==> config.mk <==
export PLATFORM = sky130hd
export DESIGN_NAME = fep_phy_end_flat
export DESIGN_NICKNAME = d
export VERILOG_FILES = /design/src/hdl/fep_pkg.sv /design/src/hdl/fep_if.sv /design/src/hdl/fep_phy_end.sv /design/src/flat_wrapper.sv
export SDC_FILE = /design/constraint.sdc
export NUM_CORES = 1
export LEC_CHECK = 0
export BUFFER_PORTS_ARGS = -buffer_cell sky130_fd_sc_hd__buf_2
export CORE_ASPECT_RATIO = 1.75
export CORE_UTILIZATION = 35
export DETAILED_ROUTE_END_ITERATION = 12
export PLACE_DENSITY_LB_ADDON = 0.1
export SYNTH_ARGS = -nofsm -noshare
export SYNTH_HDL_FRONTEND = slang
export SYNTH_SLANG_ARGS = --single-unit
==> constraint.sdc <==
create_clock -name clk -period 6.1 [get_ports clk]
set_input_delay 0.915 -clock clk [delete_from_list [all_inputs] [get_ports clk]]
set_output_delay 0.915 -clock clk [all_outputs]
set_load 0.01 [all_outputs]
==> src/hdl/fep_pkg.sv <==
package fep_pkg;
	// ****************************************
	// register numbering
	// ****************************************
	localparam int REG_W = 16;
	localparam int REGNUM_W = 5;
	localparam logic [4:0] REG_CTRL = 5'h00;
	localparam logic [4:0] REG_STAT = 5'h01;
	localparam logic [4:0] REG_ADV = 5'h04;
	localparam logic [4:0] REG_LPA = 5'h05;
	localparam logic [4:0] REG_DRV = 5'h1a;
	localparam logic [4:0] REG_TXC = 5'h1e;
	// ****************************************
	// field positions
	// ****************************************
	localparam int CTRL_RESET = 15;
	localparam int CTRL_SPEED = 13;
	localparam int CTRL_ANEN = 12;
	localparam int CTRL_PDOWN = 11;
	localparam int CTRL_RESTART = 9;
	localparam int CTRL_DUPLEX = 8;
	localparam int STAT_ANDONE = 5;
	localparam int STAT_RFAULT = 4;
	localparam int STAT_LINK = 2;
	localparam int ADV_RFAULT = 13;
	localparam int ADV_100FD = 8;
	localparam int ADV_100HD = 7;
	localparam int ADV_10FD = 6;
	localparam int ADV_10HD = 5;
	localparam int DRV_STRONG = 11;
	localparam int TXC_SLEW_LO = 10;
	// ****************************************
	// reset values
	// ****************************************
	localparam logic [15:0] CTRL_RST = 16'h3100;
	localparam logic [15:0] STAT_FIXED = 16'h7809;
	localparam logic [15:0] ADV_RST = 16'h01e1;
	localparam logic [15:0] DRV_RST = 16'h0000;
	localparam logic [15:0] TXC_RST = 16'h0000;
	// ****************************************
	// timing
	// ****************************************
	localparam int CLK_KHZ = 25000;
	localparam int NIB10_KHZ = 2500;
	localparam int NIB10_DIV = CLK_KHZ / NIB10_KHZ;
	localparam int NLP_INTERVAL_MS = 16;
	localparam int NLP_CYCLES = NLP_INTERVAL_MS * CLK_KHZ;
	// ****************************************
	// controller local register space
	// ****************************************
	localparam int HADDR_W = 6;
	localparam int HADDR_LOCAL = 5;
	localparam logic [5:0] HREG_LINK = 6'h20;
	localparam int HLINK_UP = 0;
	localparam int HLINK_SPEED = 1;
	localparam int HLINK_FULL = 2;
	localparam int HLINK_DRIVE = 3;
	// ****************************************
	// line symbol kinds
	// ****************************************
	typedef enum logic [1:0] {SYM_SILENT, SYM_IDLE, SYM_DATA, SYM_FLP} fep_sym_t;
endpackage

==> src/hdl/fep_if.sv <==
`timescale 1ns/1ps
interface fep_if;
	logic tx_clk_en;
	logic tx_en;
	logic [3:0] txd;
	logic rx_dv;
	logic [3:0] rxd;
	logic rx_er;
	logic col;
	logic crs;
	logic drive_hi;
	logic link_up;
	logic speed100;
	logic full_dup;
	logic mgmt_req;
	logic mgmt_we;
	logic [4:0] mgmt_reg;
	logic [15:0] mgmt_wdata;
	logic [15:0] mgmt_rdata;
	modport phy(
		output tx_clk_en, rx_dv, rxd, rx_er, col, crs, drive_hi, link_up, speed100, full_dup,
		output mgmt_rdata,
		input tx_en, txd, mgmt_req, mgmt_we, mgmt_reg, mgmt_wdata
	);
	modport mac(
		input tx_clk_en, rx_dv, rxd, rx_er, col, crs, drive_hi, link_up, speed100, full_dup,
		input mgmt_rdata,
		output tx_en, txd, mgmt_req, mgmt_we, mgmt_reg, mgmt_wdata
	);
endinterface

==> src/hdl/fep_phy_end.sv <==
// Decided for this implementation: the plain strobed port and the placing of the registers.
`timescale 1ns/1ps
module fep_phy_end #(
	parameter int NLP_GAP = fep_pkg::NLP_CYCLES
) (
	input wire logic clk,
	input wire logic sys_rst,
	fep_if.phy link,
	input wire logic line_link_ok,
	input wire logic line_nlp_seen,
	input wire logic line_idle_seen,
	input wire logic line_flp_valid,
	input wire logic [15:0] line_flp_word,
	input wire logic line_rx_valid,
	input wire logic [3:0] line_rx_nibble,
	input wire logic line_rx_err,
	output fep_pkg::fep_sym_t line_tx_kind,
	output logic [3:0] line_tx_nibble,
	output logic [15:0] line_tx_word,
	output logic line_nlp_pulse,
	output logic [1:0] line_slew
);
	import fep_pkg::*;
	initial begin
		if (NLP_GAP < 2) begin
			$error("fep_phy_end: link pulse gap too short");
		end
	end
	typedef enum logic [1:0] {LS_DOWN, LS_NEG, LS_UP} fep_link_t;
	// ****************************************
	// pin synchronisers
	// ****************************************
	logic [2:0] s1_reg;
	logic [2:0] s2_reg;
	logic [2:0] s3_reg;
	logic [2:0] flt_reg;
	always_ff @(posedge clk or posedge sys_rst) begin
		if (sys_rst) begin
			s1_reg <= 3'h0;
			s2_reg <= 3'h0;
			s3_reg <= 3'h0;
			flt_reg <= 3'h0;
		end else begin
			s1_reg <= {line_idle_seen, line_nlp_seen, line_link_ok};
			s2_reg <= s1_reg;
			s3_reg <= s2_reg;
			for (int i = 0; i < 3; i++) begin
				if (s2_reg[i] == s3_reg[i]) begin
					flt_reg[i] <= s3_reg[i];
				end
			end
		end
	end
	// ****************************************
	// management registers
	// ****************************************
	logic [15:0] ctrl_reg;
	logic [15:0] adv_reg;
	logic [15:0] lpa_reg;
	logic [15:0] drv_reg;
	logic [15:0] txc_reg;
	logic stat_rf_reg;
	fep_link_t state_reg;
	logic speed_reg;
	logic full_reg;
	logic an_done_reg;
	logic wr_hit;
	logic rd_hit;
	logic [15:0] stat_val;
	assign wr_hit = link.mgmt_req && link.mgmt_we;
	assign rd_hit = link.mgmt_req && !link.mgmt_we;
	always_comb begin
		stat_val = STAT_FIXED;
		stat_val[STAT_RFAULT] = stat_rf_reg;
		stat_val[STAT_LINK] = (state_reg == LS_UP);
		stat_val[STAT_ANDONE] = an_done_reg;
	end
	always_ff @(posedge clk or posedge sys_rst) begin
		if (sys_rst) begin
			link.mgmt_rdata <= 16'h0000;
		end else if (rd_hit) begin
			case (link.mgmt_reg)
				REG_CTRL: link.mgmt_rdata <= ctrl_reg;
				REG_STAT: link.mgmt_rdata <= stat_val;
				REG_ADV: link.mgmt_rdata <= adv_reg;
				REG_LPA: link.mgmt_rdata <= lpa_reg;
				REG_DRV: link.mgmt_rdata <= drv_reg;
				REG_TXC: link.mgmt_rdata <= txc_reg;
				default: link.mgmt_rdata <= 16'h0000;
			endcase
		end
	end
	always_ff @(posedge clk or posedge sys_rst) begin
		if (sys_rst) begin
			ctrl_reg <= CTRL_RST;
			adv_reg <= ADV_RST;
			drv_reg <= DRV_RST;
			txc_reg <= TXC_RST;
		end else if (ctrl_reg[CTRL_RESET]) begin
			ctrl_reg <= CTRL_RST;
			adv_reg <= ADV_RST;
			drv_reg <= DRV_RST;
			txc_reg <= TXC_RST;
		end else begin
			if (state_reg == LS_NEG) begin
				ctrl_reg[CTRL_RESTART] <= 1'b0;
			end
			if (wr_hit) begin
				case (link.mgmt_reg)
					REG_CTRL: ctrl_reg <= link.mgmt_wdata;
					REG_ADV: adv_reg <= link.mgmt_wdata;
					REG_DRV: drv_reg <= link.mgmt_wdata;
					REG_TXC: txc_reg <= link.mgmt_wdata;
					default: ;
				endcase
			end
		end
	end
	// ****************************************
	// remote fault capture
	// ****************************************
	logic flp_take;
	logic rf_in;
	assign flp_take = (state_reg == LS_NEG) && line_flp_valid;
	assign rf_in = flp_take && line_flp_word[ADV_RFAULT];
	always_ff @(posedge clk or posedge sys_rst) begin
		if (sys_rst) begin
			stat_rf_reg <= 1'b0;
			lpa_reg <= 16'h0000;
		end else begin
			if (rf_in) begin
				stat_rf_reg <= 1'b1;
			end else if (rd_hit && link.mgmt_reg == REG_STAT) begin
				stat_rf_reg <= 1'b0;
			end
			if (flp_take) begin
				lpa_reg <= line_flp_word;
				lpa_reg[ADV_RFAULT] <= line_flp_word[ADV_RFAULT] | lpa_reg[ADV_RFAULT];
			end else if (rd_hit && link.mgmt_reg == REG_LPA) begin
				lpa_reg[ADV_RFAULT] <= 1'b0;
			end
		end
	end
	// ****************************************
	// link resolution
	// ****************************************
	logic [15:0] common;
	assign common = adv_reg & line_flp_word;
	always_ff @(posedge clk or posedge sys_rst) begin
		if (sys_rst) begin
			state_reg <= LS_DOWN;
			speed_reg <= 1'b0;
			full_reg <= 1'b0;
			an_done_reg <= 1'b0;
		end else begin
			case (state_reg)
				LS_DOWN: begin
					an_done_reg <= 1'b0;
					if (ctrl_reg[CTRL_PDOWN] || ctrl_reg[CTRL_RESET]) begin
						state_reg <= LS_DOWN;
					end else if (!ctrl_reg[CTRL_ANEN]) begin
						speed_reg <= ctrl_reg[CTRL_SPEED];
						full_reg <= ctrl_reg[CTRL_DUPLEX];
						if (flt_reg[0]) begin
							state_reg <= LS_UP;
						end
					end else begin
						state_reg <= LS_NEG;
					end
				end
				LS_NEG: begin
					if (flp_take && (common[ADV_100FD:ADV_10HD] != 4'h0)) begin
						speed_reg <= common[ADV_100FD] || common[ADV_100HD];
						full_reg <= common[ADV_100FD] ||
							(!common[ADV_100HD] && common[ADV_10FD]);
						an_done_reg <= 1'b1;
						state_reg <= LS_UP;
					end else if (flt_reg[1]) begin
						speed_reg <= 1'b0;
						full_reg <= 1'b0;
						state_reg <= LS_UP;
					end else if (flt_reg[2]) begin
						speed_reg <= 1'b1;
						full_reg <= 1'b0;
						state_reg <= LS_UP;
					end
				end
				LS_UP: begin
					if (!flt_reg[0] || ctrl_reg[CTRL_RESTART] || ctrl_reg[CTRL_PDOWN]
						|| ctrl_reg[CTRL_RESET]) begin
						state_reg <= LS_DOWN;
					end
				end
				default: state_reg <= LS_DOWN;
			endcase
		end
	end
	// ****************************************
	// nibble rate and link pulses
	// ****************************************
	logic [3:0] div_reg;
	logic [$clog2(NLP_GAP)-1:0] nlp_cnt_reg;
	logic up;
	assign up = (state_reg == LS_UP);
	always_ff @(posedge clk or posedge sys_rst) begin
		if (sys_rst) begin
			div_reg <= 4'h0;
			link.tx_clk_en <= 1'b0;
		end else begin
			if (speed_reg || div_reg == 4'(NIB10_DIV - 1)) begin
				div_reg <= 4'h0;
			end else begin
				div_reg <= div_reg + 4'h1;
			end
			link.tx_clk_en <= speed_reg || div_reg == 4'(NIB10_DIV - 1);
		end
	end
	always_ff @(posedge clk or posedge sys_rst) begin
		if (sys_rst) begin
			nlp_cnt_reg <= '0;
			line_nlp_pulse <= 1'b0;
		end else begin
			line_nlp_pulse <= 1'b0;
			if (!up || speed_reg || link.tx_en) begin
				nlp_cnt_reg <= '0;
			end else if (nlp_cnt_reg == ($clog2(NLP_GAP))'(NLP_GAP - 1)) begin
				nlp_cnt_reg <= '0;
				line_nlp_pulse <= 1'b1;
			end else begin
				nlp_cnt_reg <= nlp_cnt_reg + 1'b1;
			end
		end
	end
	// ****************************************
	// data paths
	// ****************************************
	always_ff @(posedge clk or posedge sys_rst) begin
		if (sys_rst) begin
			line_tx_kind <= SYM_SILENT;
			line_tx_nibble <= 4'h0;
			link.rx_dv <= 1'b0;
			link.rxd <= 4'h0;
			link.rx_er <= 1'b0;
		end else if (state_reg == LS_NEG) begin
			line_tx_kind <= SYM_FLP;
		end else if (!up) begin
			line_tx_kind <= SYM_SILENT;
		end else if (link.tx_clk_en) begin
			line_tx_nibble <= link.txd;
			if (link.tx_en) begin
				line_tx_kind <= SYM_DATA;
			end else if (speed_reg) begin
				line_tx_kind <= SYM_IDLE;
			end else begin
				line_tx_kind <= SYM_SILENT;
			end
			link.rx_dv <= line_rx_valid;
			link.rxd <= line_rx_nibble;
			link.rx_er <= line_rx_err;
		end
	end
	assign line_tx_word = adv_reg;
	assign line_slew = txc_reg[TXC_SLEW_LO+1:TXC_SLEW_LO];
	assign link.crs = up && (link.rx_dv || (!full_reg && link.tx_en));
	assign link.col = up && !full_reg && link.tx_en && link.rx_dv;
	assign link.drive_hi = drv_reg[DRV_STRONG];
	assign link.link_up = up;
	assign link.speed100 = speed_reg;
	assign link.full_dup = full_reg;
endmodule

==> src/flat_wrapper.sv <==
// flat-port wrapper written by rule: the top's interface ports become plain ports
module fep_phy_end_flat import fep_pkg::*;
#(
	parameter int NLP_GAP = fep_pkg::NLP_CYCLES
)
  (clk, sys_rst, line_link_ok, line_nlp_seen, line_idle_seen, line_flp_valid, line_flp_word, line_rx_valid, line_rx_nibble, line_rx_err, line_tx_kind, line_tx_nibble, line_tx_word, line_nlp_pulse, line_slew, link_tx_clk_en, link_rx_dv, link_rxd, link_rx_er, link_col, link_crs, link_drive_hi, link_link_up, link_speed100, link_full_dup, link_mgmt_rdata, link_tx_en, link_txd, link_mgmt_req, link_mgmt_we, link_mgmt_reg, link_mgmt_wdata);
  fep_if link_i ();
  input wire logic clk;
  input wire logic sys_rst;
  input wire logic line_link_ok;
  input wire logic line_nlp_seen;
  input wire logic line_idle_seen;
  input wire logic line_flp_valid;
  input wire logic [15:0] line_flp_word;
  input wire logic line_rx_valid;
  input wire logic [3:0] line_rx_nibble;
  input wire logic line_rx_err;
  output fep_pkg::fep_sym_t line_tx_kind;
  output logic [3:0] line_tx_nibble;
  output logic [15:0] line_tx_word;
  output logic line_nlp_pulse;
  output logic [1:0] line_slew;
  output wire logic [$bits(link_i.tx_clk_en)-1:0] link_tx_clk_en;
  output wire logic [$bits(link_i.rx_dv)-1:0] link_rx_dv;
  output wire logic [$bits(link_i.rxd)-1:0] link_rxd;
  output wire logic [$bits(link_i.rx_er)-1:0] link_rx_er;
  output wire logic [$bits(link_i.col)-1:0] link_col;
  output wire logic [$bits(link_i.crs)-1:0] link_crs;
  output wire logic [$bits(link_i.drive_hi)-1:0] link_drive_hi;
  output wire logic [$bits(link_i.link_up)-1:0] link_link_up;
  output wire logic [$bits(link_i.speed100)-1:0] link_speed100;
  output wire logic [$bits(link_i.full_dup)-1:0] link_full_dup;
  output wire logic [$bits(link_i.mgmt_rdata)-1:0] link_mgmt_rdata;
  input wire logic [$bits(link_i.tx_en)-1:0] link_tx_en;
  input wire logic [$bits(link_i.txd)-1:0] link_txd;
  input wire logic [$bits(link_i.mgmt_req)-1:0] link_mgmt_req;
  input wire logic [$bits(link_i.mgmt_we)-1:0] link_mgmt_we;
  input wire logic [$bits(link_i.mgmt_reg)-1:0] link_mgmt_reg;
  input wire logic [$bits(link_i.mgmt_wdata)-1:0] link_mgmt_wdata;
  assign link_tx_clk_en = link_i.tx_clk_en;
  assign link_rx_dv = link_i.rx_dv;
  assign link_rxd = link_i.rxd;
  assign link_rx_er = link_i.rx_er;
  assign link_col = link_i.col;
  assign link_crs = link_i.crs;
  assign link_drive_hi = link_i.drive_hi;
  assign link_link_up = link_i.link_up;
  assign link_speed100 = link_i.speed100;
  assign link_full_dup = link_i.full_dup;
  assign link_mgmt_rdata = link_i.mgmt_rdata;
  assign link_i.tx_en = link_tx_en;
  assign link_i.txd = link_txd;
  assign link_i.mgmt_req = link_mgmt_req;
  assign link_i.mgmt_we = link_mgmt_we;
  assign link_i.mgmt_reg = link_mgmt_reg;
  assign link_i.mgmt_wdata = link_mgmt_wdata;
  fep_phy_end #(.NLP_GAP(NLP_GAP)) u_core (.clk(clk), .sys_rst(sys_rst), .link(link_i), .line_link_ok(line_link_ok), .line_nlp_seen(line_nlp_seen), .line_idle_seen(line_idle_seen), .line_flp_valid(line_flp_valid), .line_flp_word(line_flp_word), .line_rx_valid(line_rx_valid), .line_rx_nibble(line_rx_nibble), .line_rx_err(line_rx_err), .line_tx_kind(line_tx_kind), .line_tx_nibble(line_tx_nibble), .line_tx_word(line_tx_word), .line_nlp_pulse(line_nlp_pulse), .line_slew(line_slew));
endmodule
==> results of run 1 <==
==> synthesized netlist by cell type, types with 5 or more instances <==
master	number
xnor2_1	8
mux2_2	10
nor2_1	44
o21ai_0	14
dfrtp_1	143
nand3_1	12
or3_1	10
xor2_1	7
clkbuf_1	23
dfstp_2	8
inv_1	7
a2111oi_0	6
nand4_1	5
buf_2	8
nand3b_1	9
nor4_1	6
mux2i_1	34
nor3_1	8
a21oi_1	74
nand2_1	189
o22ai_1	14
==> kinds of logic (layout without fill, tap and decap cells) <==
logic type / Yosys count / after routing / synth area share [%]
xor+xnor: 15 / 15 / 1.94
flops: 151 / 151 / 55.8
simple gates: 310 / 310 / 20.4
buf+inv: 45 / 156 / 3.19
compound gates: 128 / 128 / 11.0
mux: 44 / 44 / 6.68
fa+ha+maj: 6 / 6 / 0.996
==> critical path: cells and delay by family <==
kind            cells  cell delay (ns)
compound gates      2             0.70
buf+inv             1             0.76
simple gates        1             0.10
mux                 1             0.29
==> layer usage <==
| metal | global-route usage, % | share of wire, % | up-vias |
|---|---|---|---|
| met4 | 7.51 | 1.8 | 0 |
| li1 | - | - | 2583 |
| met5 | 0 | 0 | - |
| met2 | 36.4 | 54 | 134 |
| met1 | 23.2 | 41 | 2650 |
| met3 | 3.52 | 3.9 | 22 |
==> layout by cell type, fill, tap and decap left out, types with 8 or more instances in the layout <==
master	count
or3_1	10
a21oi_1	74
nor2_1	44
mux2i_1	34
dfstp_2	8
nand3_1	12
buf_2	109
buf_4	8
nor3_1	8
clkbuf_16	17
o22ai_1	14
xnor2_1	8
nand2_1	189
dfrtp_1	142
mux2_2	10
o21ai_0	14
nand3b_1	9
==> stage by stage <==
| step | utilization [%] | cell area, µm² | hold slack, ns | power (mW) |
|---|---|---|---|---|
| after floorplan | - | 6790 | 0.331 | 1.70 |
| after global placement | 39.5 | 7510 | 0.334 | 1.91 |
| after detailed placement | 39.5 | 7510 | 0.343 | 1.93 |
| after CTS | 42.5 | 8090 | 0.356 | 2.99 |
| after global routing | 42.5 | 8090 | 0.363 | 3.12 |
| final | 42.5 | 8090 | 0.353 | 2.95 |
==> power by group <==
part           internal (mW)  switching [mW]  leakage (nW)
clock network          0.633           0.412         0.276
logic                  0.250           0.306          1.48
registers               1.21           0.143          1.94
total                   2.09           0.860          3.69
==> worst max-delay path by stage <==
stage | startpoint | to | slack (ns) | cells after the start
floorplan | sys_rst | u_core.an_done_reg | 1.13 | 1
global placement | link_mgmt_reg[2] | u_core.link.mgmt_rdata[14] | 3.15 | 5
detailed placement | link_mgmt_reg[2] | u_core.link.mgmt_rdata[11] | 3.14 | 5
CTS | u_core.state_reg[0] | link_col | 3.58 | 4
global route | link_mgmt_reg[2] | u_core.link.mgmt_rdata[0] | 3.39 | 5
finish | link_mgmt_reg[2] | u_core.link.mgmt_rdata[0] | 3.58 | 5
==> layout make-up <==
type                       count  share of cell area [%]
sequential                   151                    46.9
multi-input combinational    503                    34.4
clock inverter                 8                    1.21
clock buffer                  24                    5.96
inverter                       7                   0.387
timing repair buffer         117                    7.49
tap                          241                    3.73
==> metrics.yaml, run 1 <==
synthTopCellsByArea: "dfrtp_1 53%, nand2_1 10%, a21oi_1 5.5%"
critPathKind: "input pin to flop"
ys_types: 52
diodes: 0
die_area_um2: 20000
outcome: "finished, final reports clean"
first_global_vias: 5377
setup_tns_ns: 0
post-route-period-util_pct: 41.3
reg2reg_slack_ns: 3.96
final_cells: 1051
place.gp.congestion: 0.831
tightestPinTransition_ns: 1.13
dp.cells: 1019
die_y_um: 186
clkTransAtPathRegs_ns: 0.06
routed_wl_um: 18800
max_freq_mhz: 397
largest_reg_flops: 19
slowest_stage: "buf_2"
cp.required_ns: 6.39
cellLeakagePower_nw: 3.69
hold_depth: 0
setup_ws_ns: 3.58
syn_nets: 758
worstSkewPairLatency_ns: 0.43
postCtsSetupBuffers: 0
r2r_cells: 4
crit_chain: "buf_2 > mux2i_1 > o22ai_1 > a2111oi_0 > nor2_1"
cts_resized: 0
cts_max_level: 4
rsz0062_at_grt: "no"
vias: 5389
syn_area_um2: 6790
synth_top_area_cell: "dfrtp_1"
multi_input_area_um2: 2780
seq_area_um2: 3790
vias_per_cell: 5.13
synth-async-reset-ratio_pct: 100
grt_overflow: 0
port_buffers: 109
fin_crit_ns: 2.52
grt_max_degree: 113
clockBufferDepth: 2
clock_sinks: 151
r2r-start: "u_core.nlp_cnt_reg[7]"
cts-root-buf: "clkbuf_16"
drive_gt1_share_pct: 21.7
hold_end: "u_core.s2_reg[2]"
fin_nets: 856
dr.pass1.iters: 4
setup_viol: 0
ios: 110
avgSynthCellArea_um2: 9.71
cap_violations: 0
finalClockSkew_ns: 0.00806
postSynthCellCount: 699
ir_drop_uv: 191
r2r-end: "u_core.nlp_cnt_reg[9]"
drt-initial-drc-count: 213
grt.total_usage_pct: 20.0
grt_pass1_wl_um: 29600
syn_to_final_growth_pct: 19.2
rows: 67
antenna_found_initial: 0
drcViolationCount: 0
coreArea_um2: 19000
ys.flop_type: "dfrtp_1"
cts_tree: "yes"
dp_slack_ns: 3.14
startpoint_type: "input pin"
end_kind: "flop"
fillers: 1901
max_slew_margin_pct: 23.8
ant_nets: 0
postCtsHoldBufs: 0
yosys_warnings: 0
drt-wirelength-per-cell_um: 17.9
slowest_delay_ns: 0.76
powerDensity_nw_per_um2: 365
path_max_fanout: 40
hp-start: "u_core.s1_reg[2]"
yosysTopAreaCellShare_pct: 52.7
ys_seq_area_share_pct: 55.8
hold_violations: 0
worstHoldPathType: "flop to flop"
slew_violations: 0
cts_buffers: 17
synth-edff-count: 0
initial_core_util_pct: 35.7
fp.dieW_um: 107
worstPathArrival_ns: 2.80
synth_seq_cells: 151
dp_hpwl_um: 13200
(Power assumes the default switching activity.)
==> inputs of run 2 (changes only) <==
clock period = 2.42 ns   (was 6.1 ns; I/O delays follow)
==> run 2 against run 1 <==
- first-iteration DRC count rose by 0.94%
- count of clock-buffer cells in the layout shrank 3
- cell count rose by 1.6%
- largest cell class unchanged
- critical path depth shrank 1
- utilization is 0.89 points higher
- worst hold slack got worse by 0.31 ns
- die area unchanged
- cell area increased by 2.1%
==> metrics.yaml, run 2 (synthesized netlist as in run 1, its figures left out) <==
setup_tns_ns: 0  # unchanged
multi_input_area_um2: 2780  # unchanged
vias_per_cell: 5.14  # +0.27%
path_max_fanout: 17  # -57%
layout_commonest_cell: "nand2_1"
cts_resized: 0  # unchanged
ant_nets: 0  # unchanged
critPathKind: "flop to flop"
post_dp_cell_area_um2: 7640  # +1.7%
cap_violations: 0  # unchanged
startpoint_type: "flop"
end_kind: "flop"
grt_overflow: 0  # unchanged
antenna_found_initial: 0  # unchanged
rsz0062_at_grt: "no"
worstPathArrival_ns: 2.33  # -0.47 ns
fin_nets: 873  # +2.0%
dp_hpwl_um: 13800  # +5.1%
syn_to_final_growth_pct: 21.7
postCtsSetupBuffers: 0  # unchanged
max_slew_margin_pct: 55.5  # +32 points
place.gp.congestion: 0.834  # +0.36%
diodes: 0  # unchanged
initial_core_util_pct: 35.7  # unchanged
max_freq_mhz: 491
final_area_um2: 8260  # +2.1%
met3_usage_pct: 3.62  # +0.10 points
dr.pass1.iters: 4  # unchanged
die_area_um2: 20000  # unchanged
postCtsHoldBufs: 1  # +1
grt_use_met1_pct: 22.9  # -0.22 points
final_cells: 1068  # +1.6%
outcome: "finished, final reports clean"
seq_area_um2: 3790  # unchanged
clkTransAtPathRegs_ns: 0.07  # about the same
dp_slack_ns: 0.386  # -2.75 ns
routed_wl_um: 18800  # about the same
largest_reg_flops: 19  # unchanged
powerDensity_nw_per_um2: 918  # +150%
cts_tree: "yes"
worstSkewPairLatency_ns: 0.43  # about the same
hold_violations: 0  # unchanged
ios: 110  # unchanged
first_global_vias: 5493  # +2.2%
drive_gt1_share_pct: 23.5  # +1.7 points
cts_max_level: 4  # unchanged
fin_crit_ns: 2.04
fillers: 1876  # -1.3%
die_y_um: 186  # unchanged
setup_ws_ns: 0.384  # -3.20 ns
rows: 67  # unchanged
fin_util_pct: 43.4  # +0.89 points
cts-root-buf: "clkbuf_16"
coreArea_um2: 19000  # unchanged
cts_buffers: 17  # unchanged
worstHoldPathType: "input pin to flop"
fp.dieW_um: 107  # unchanged
grt.total_usage_pct: 19.9  # -0.058 points
clock_sinks: 151  # unchanged
post-route-period-util_pct: 84.1
slew_violations: 0  # unchanged
drt-initial-drc-count: 215  # +0.94%
finalClockSkew_ns: 0.0115  # +0.00344 ns
drcViolationCount: 0  # unchanged
setup_viol: 0  # unchanged
port_buffers: 109  # unchanged
grtUsageMet2_pct: 36.6  # +0.21 points
cp.required_ns: 2.71  # -3.68 ns
vias: 5491  # +1.9%
clockBufferDepth: 2  # unchanged
grt.busiest_layer: "met2"
ir_drop_uv: 404  # +110%
dp.cells: 1035  # +1.6%
drt-wirelength-per-cell_um: 17.6  # -1.5%
tightestPinTransition_ns: 0.666  # -0.465 ns
cellLeakagePower_nw: 3.79  # +2.7%
grt_max_degree: 85  # -25%
grt_pass1_wl_um: 29900  # +0.82%
mostFrequentLayoutCells: "189 x nand2_1, 142 x dfrtp_1, 109 x buf_2"
-- run 2: cell count changes in the layout (fill, tap and decap cells not counted) --
cell           previous run  this run
buf_12                    0         1
buf_4                     8        23
bufinv_16                 2         3
clkbuf_1                  4         2
clkbuf_8                  3         2
clkinv_4                  0         1
dlygate4sd3_1             0         1
inv_6                     1         2
-- run 2: power by group --
| part | leakage (nW) | switching, mW | internal (mW) |
|---|---|---|---|
| sequential | 1.94 | 0.369 | 3.04 |
| combinational | 1.56 | 0.778 | 0.643 |
| clock | 0.294 | 1.07 | 1.68 |
-- run 2: layout make-up --
class	count	share of cell area, %
Tap cell	241	3.65
Inverter	7	0.364
Multi-Input combinational cell	503	33.7
Timing Repair Buffer	134	9.06
Clock inverter	11	1.77
Clock buffer	21	5.58
Sequential cell	151	45.9
-- run 2: path summary, 6_finish.rpt --
path | startpoint | endpoint | slack (ns) | depth (start not counted)
min in group asynchronous | sys_rst | u_core.link.rx_dv | 0.46 | 3
hold reg to reg | u_core.s1_reg[1] | u_core.s2_reg[1] | 0.35 | 0
hold / removal | line_nlp_seen | u_core.s1_reg[1] | 0.04 | 1
max in group asynchronous | sys_rst | u_core.ctrl_reg[8] | 1.16 | 4
setup / recovery | u_core.nlp_cnt_reg[15] | u_core.nlp_cnt_reg[2] | 0.38 | 4
setup reg to reg | u_core.nlp_cnt_reg[15] | u_core.nlp_cnt_reg[2] | 0.38 | 4
-- run 2: through the flow --
| stage | hold slack [ns] | power, mW |
|---|---|---|
| global route | 0.0310 | 8.00 |
| CTS | 0.0297 | 7.67 |
| finish | 0.0442 | 7.58 |
| detailed placement | 0.337 | 4.90 |
| global placement | 0.333 | 4.83 |
| floorplan | 0.331 | 4.28 |
-- run 2: per-layer routing --
layer	routed length [µm]	part of all wire [%]	vias up
met2	10300	55	136
li1	-	-	2622
met3	753	4.0	25
met4	341	1.8	0
met1	7360	39	2708
met5	0	0	-
-- run 2: worst max-delay path: stages (launching register included) --
cell     delay, ns
dfrtp_1       0.43
or4b_2        0.68
nor4_1        0.26
a31o_2        0.44
nor2_1        0.09
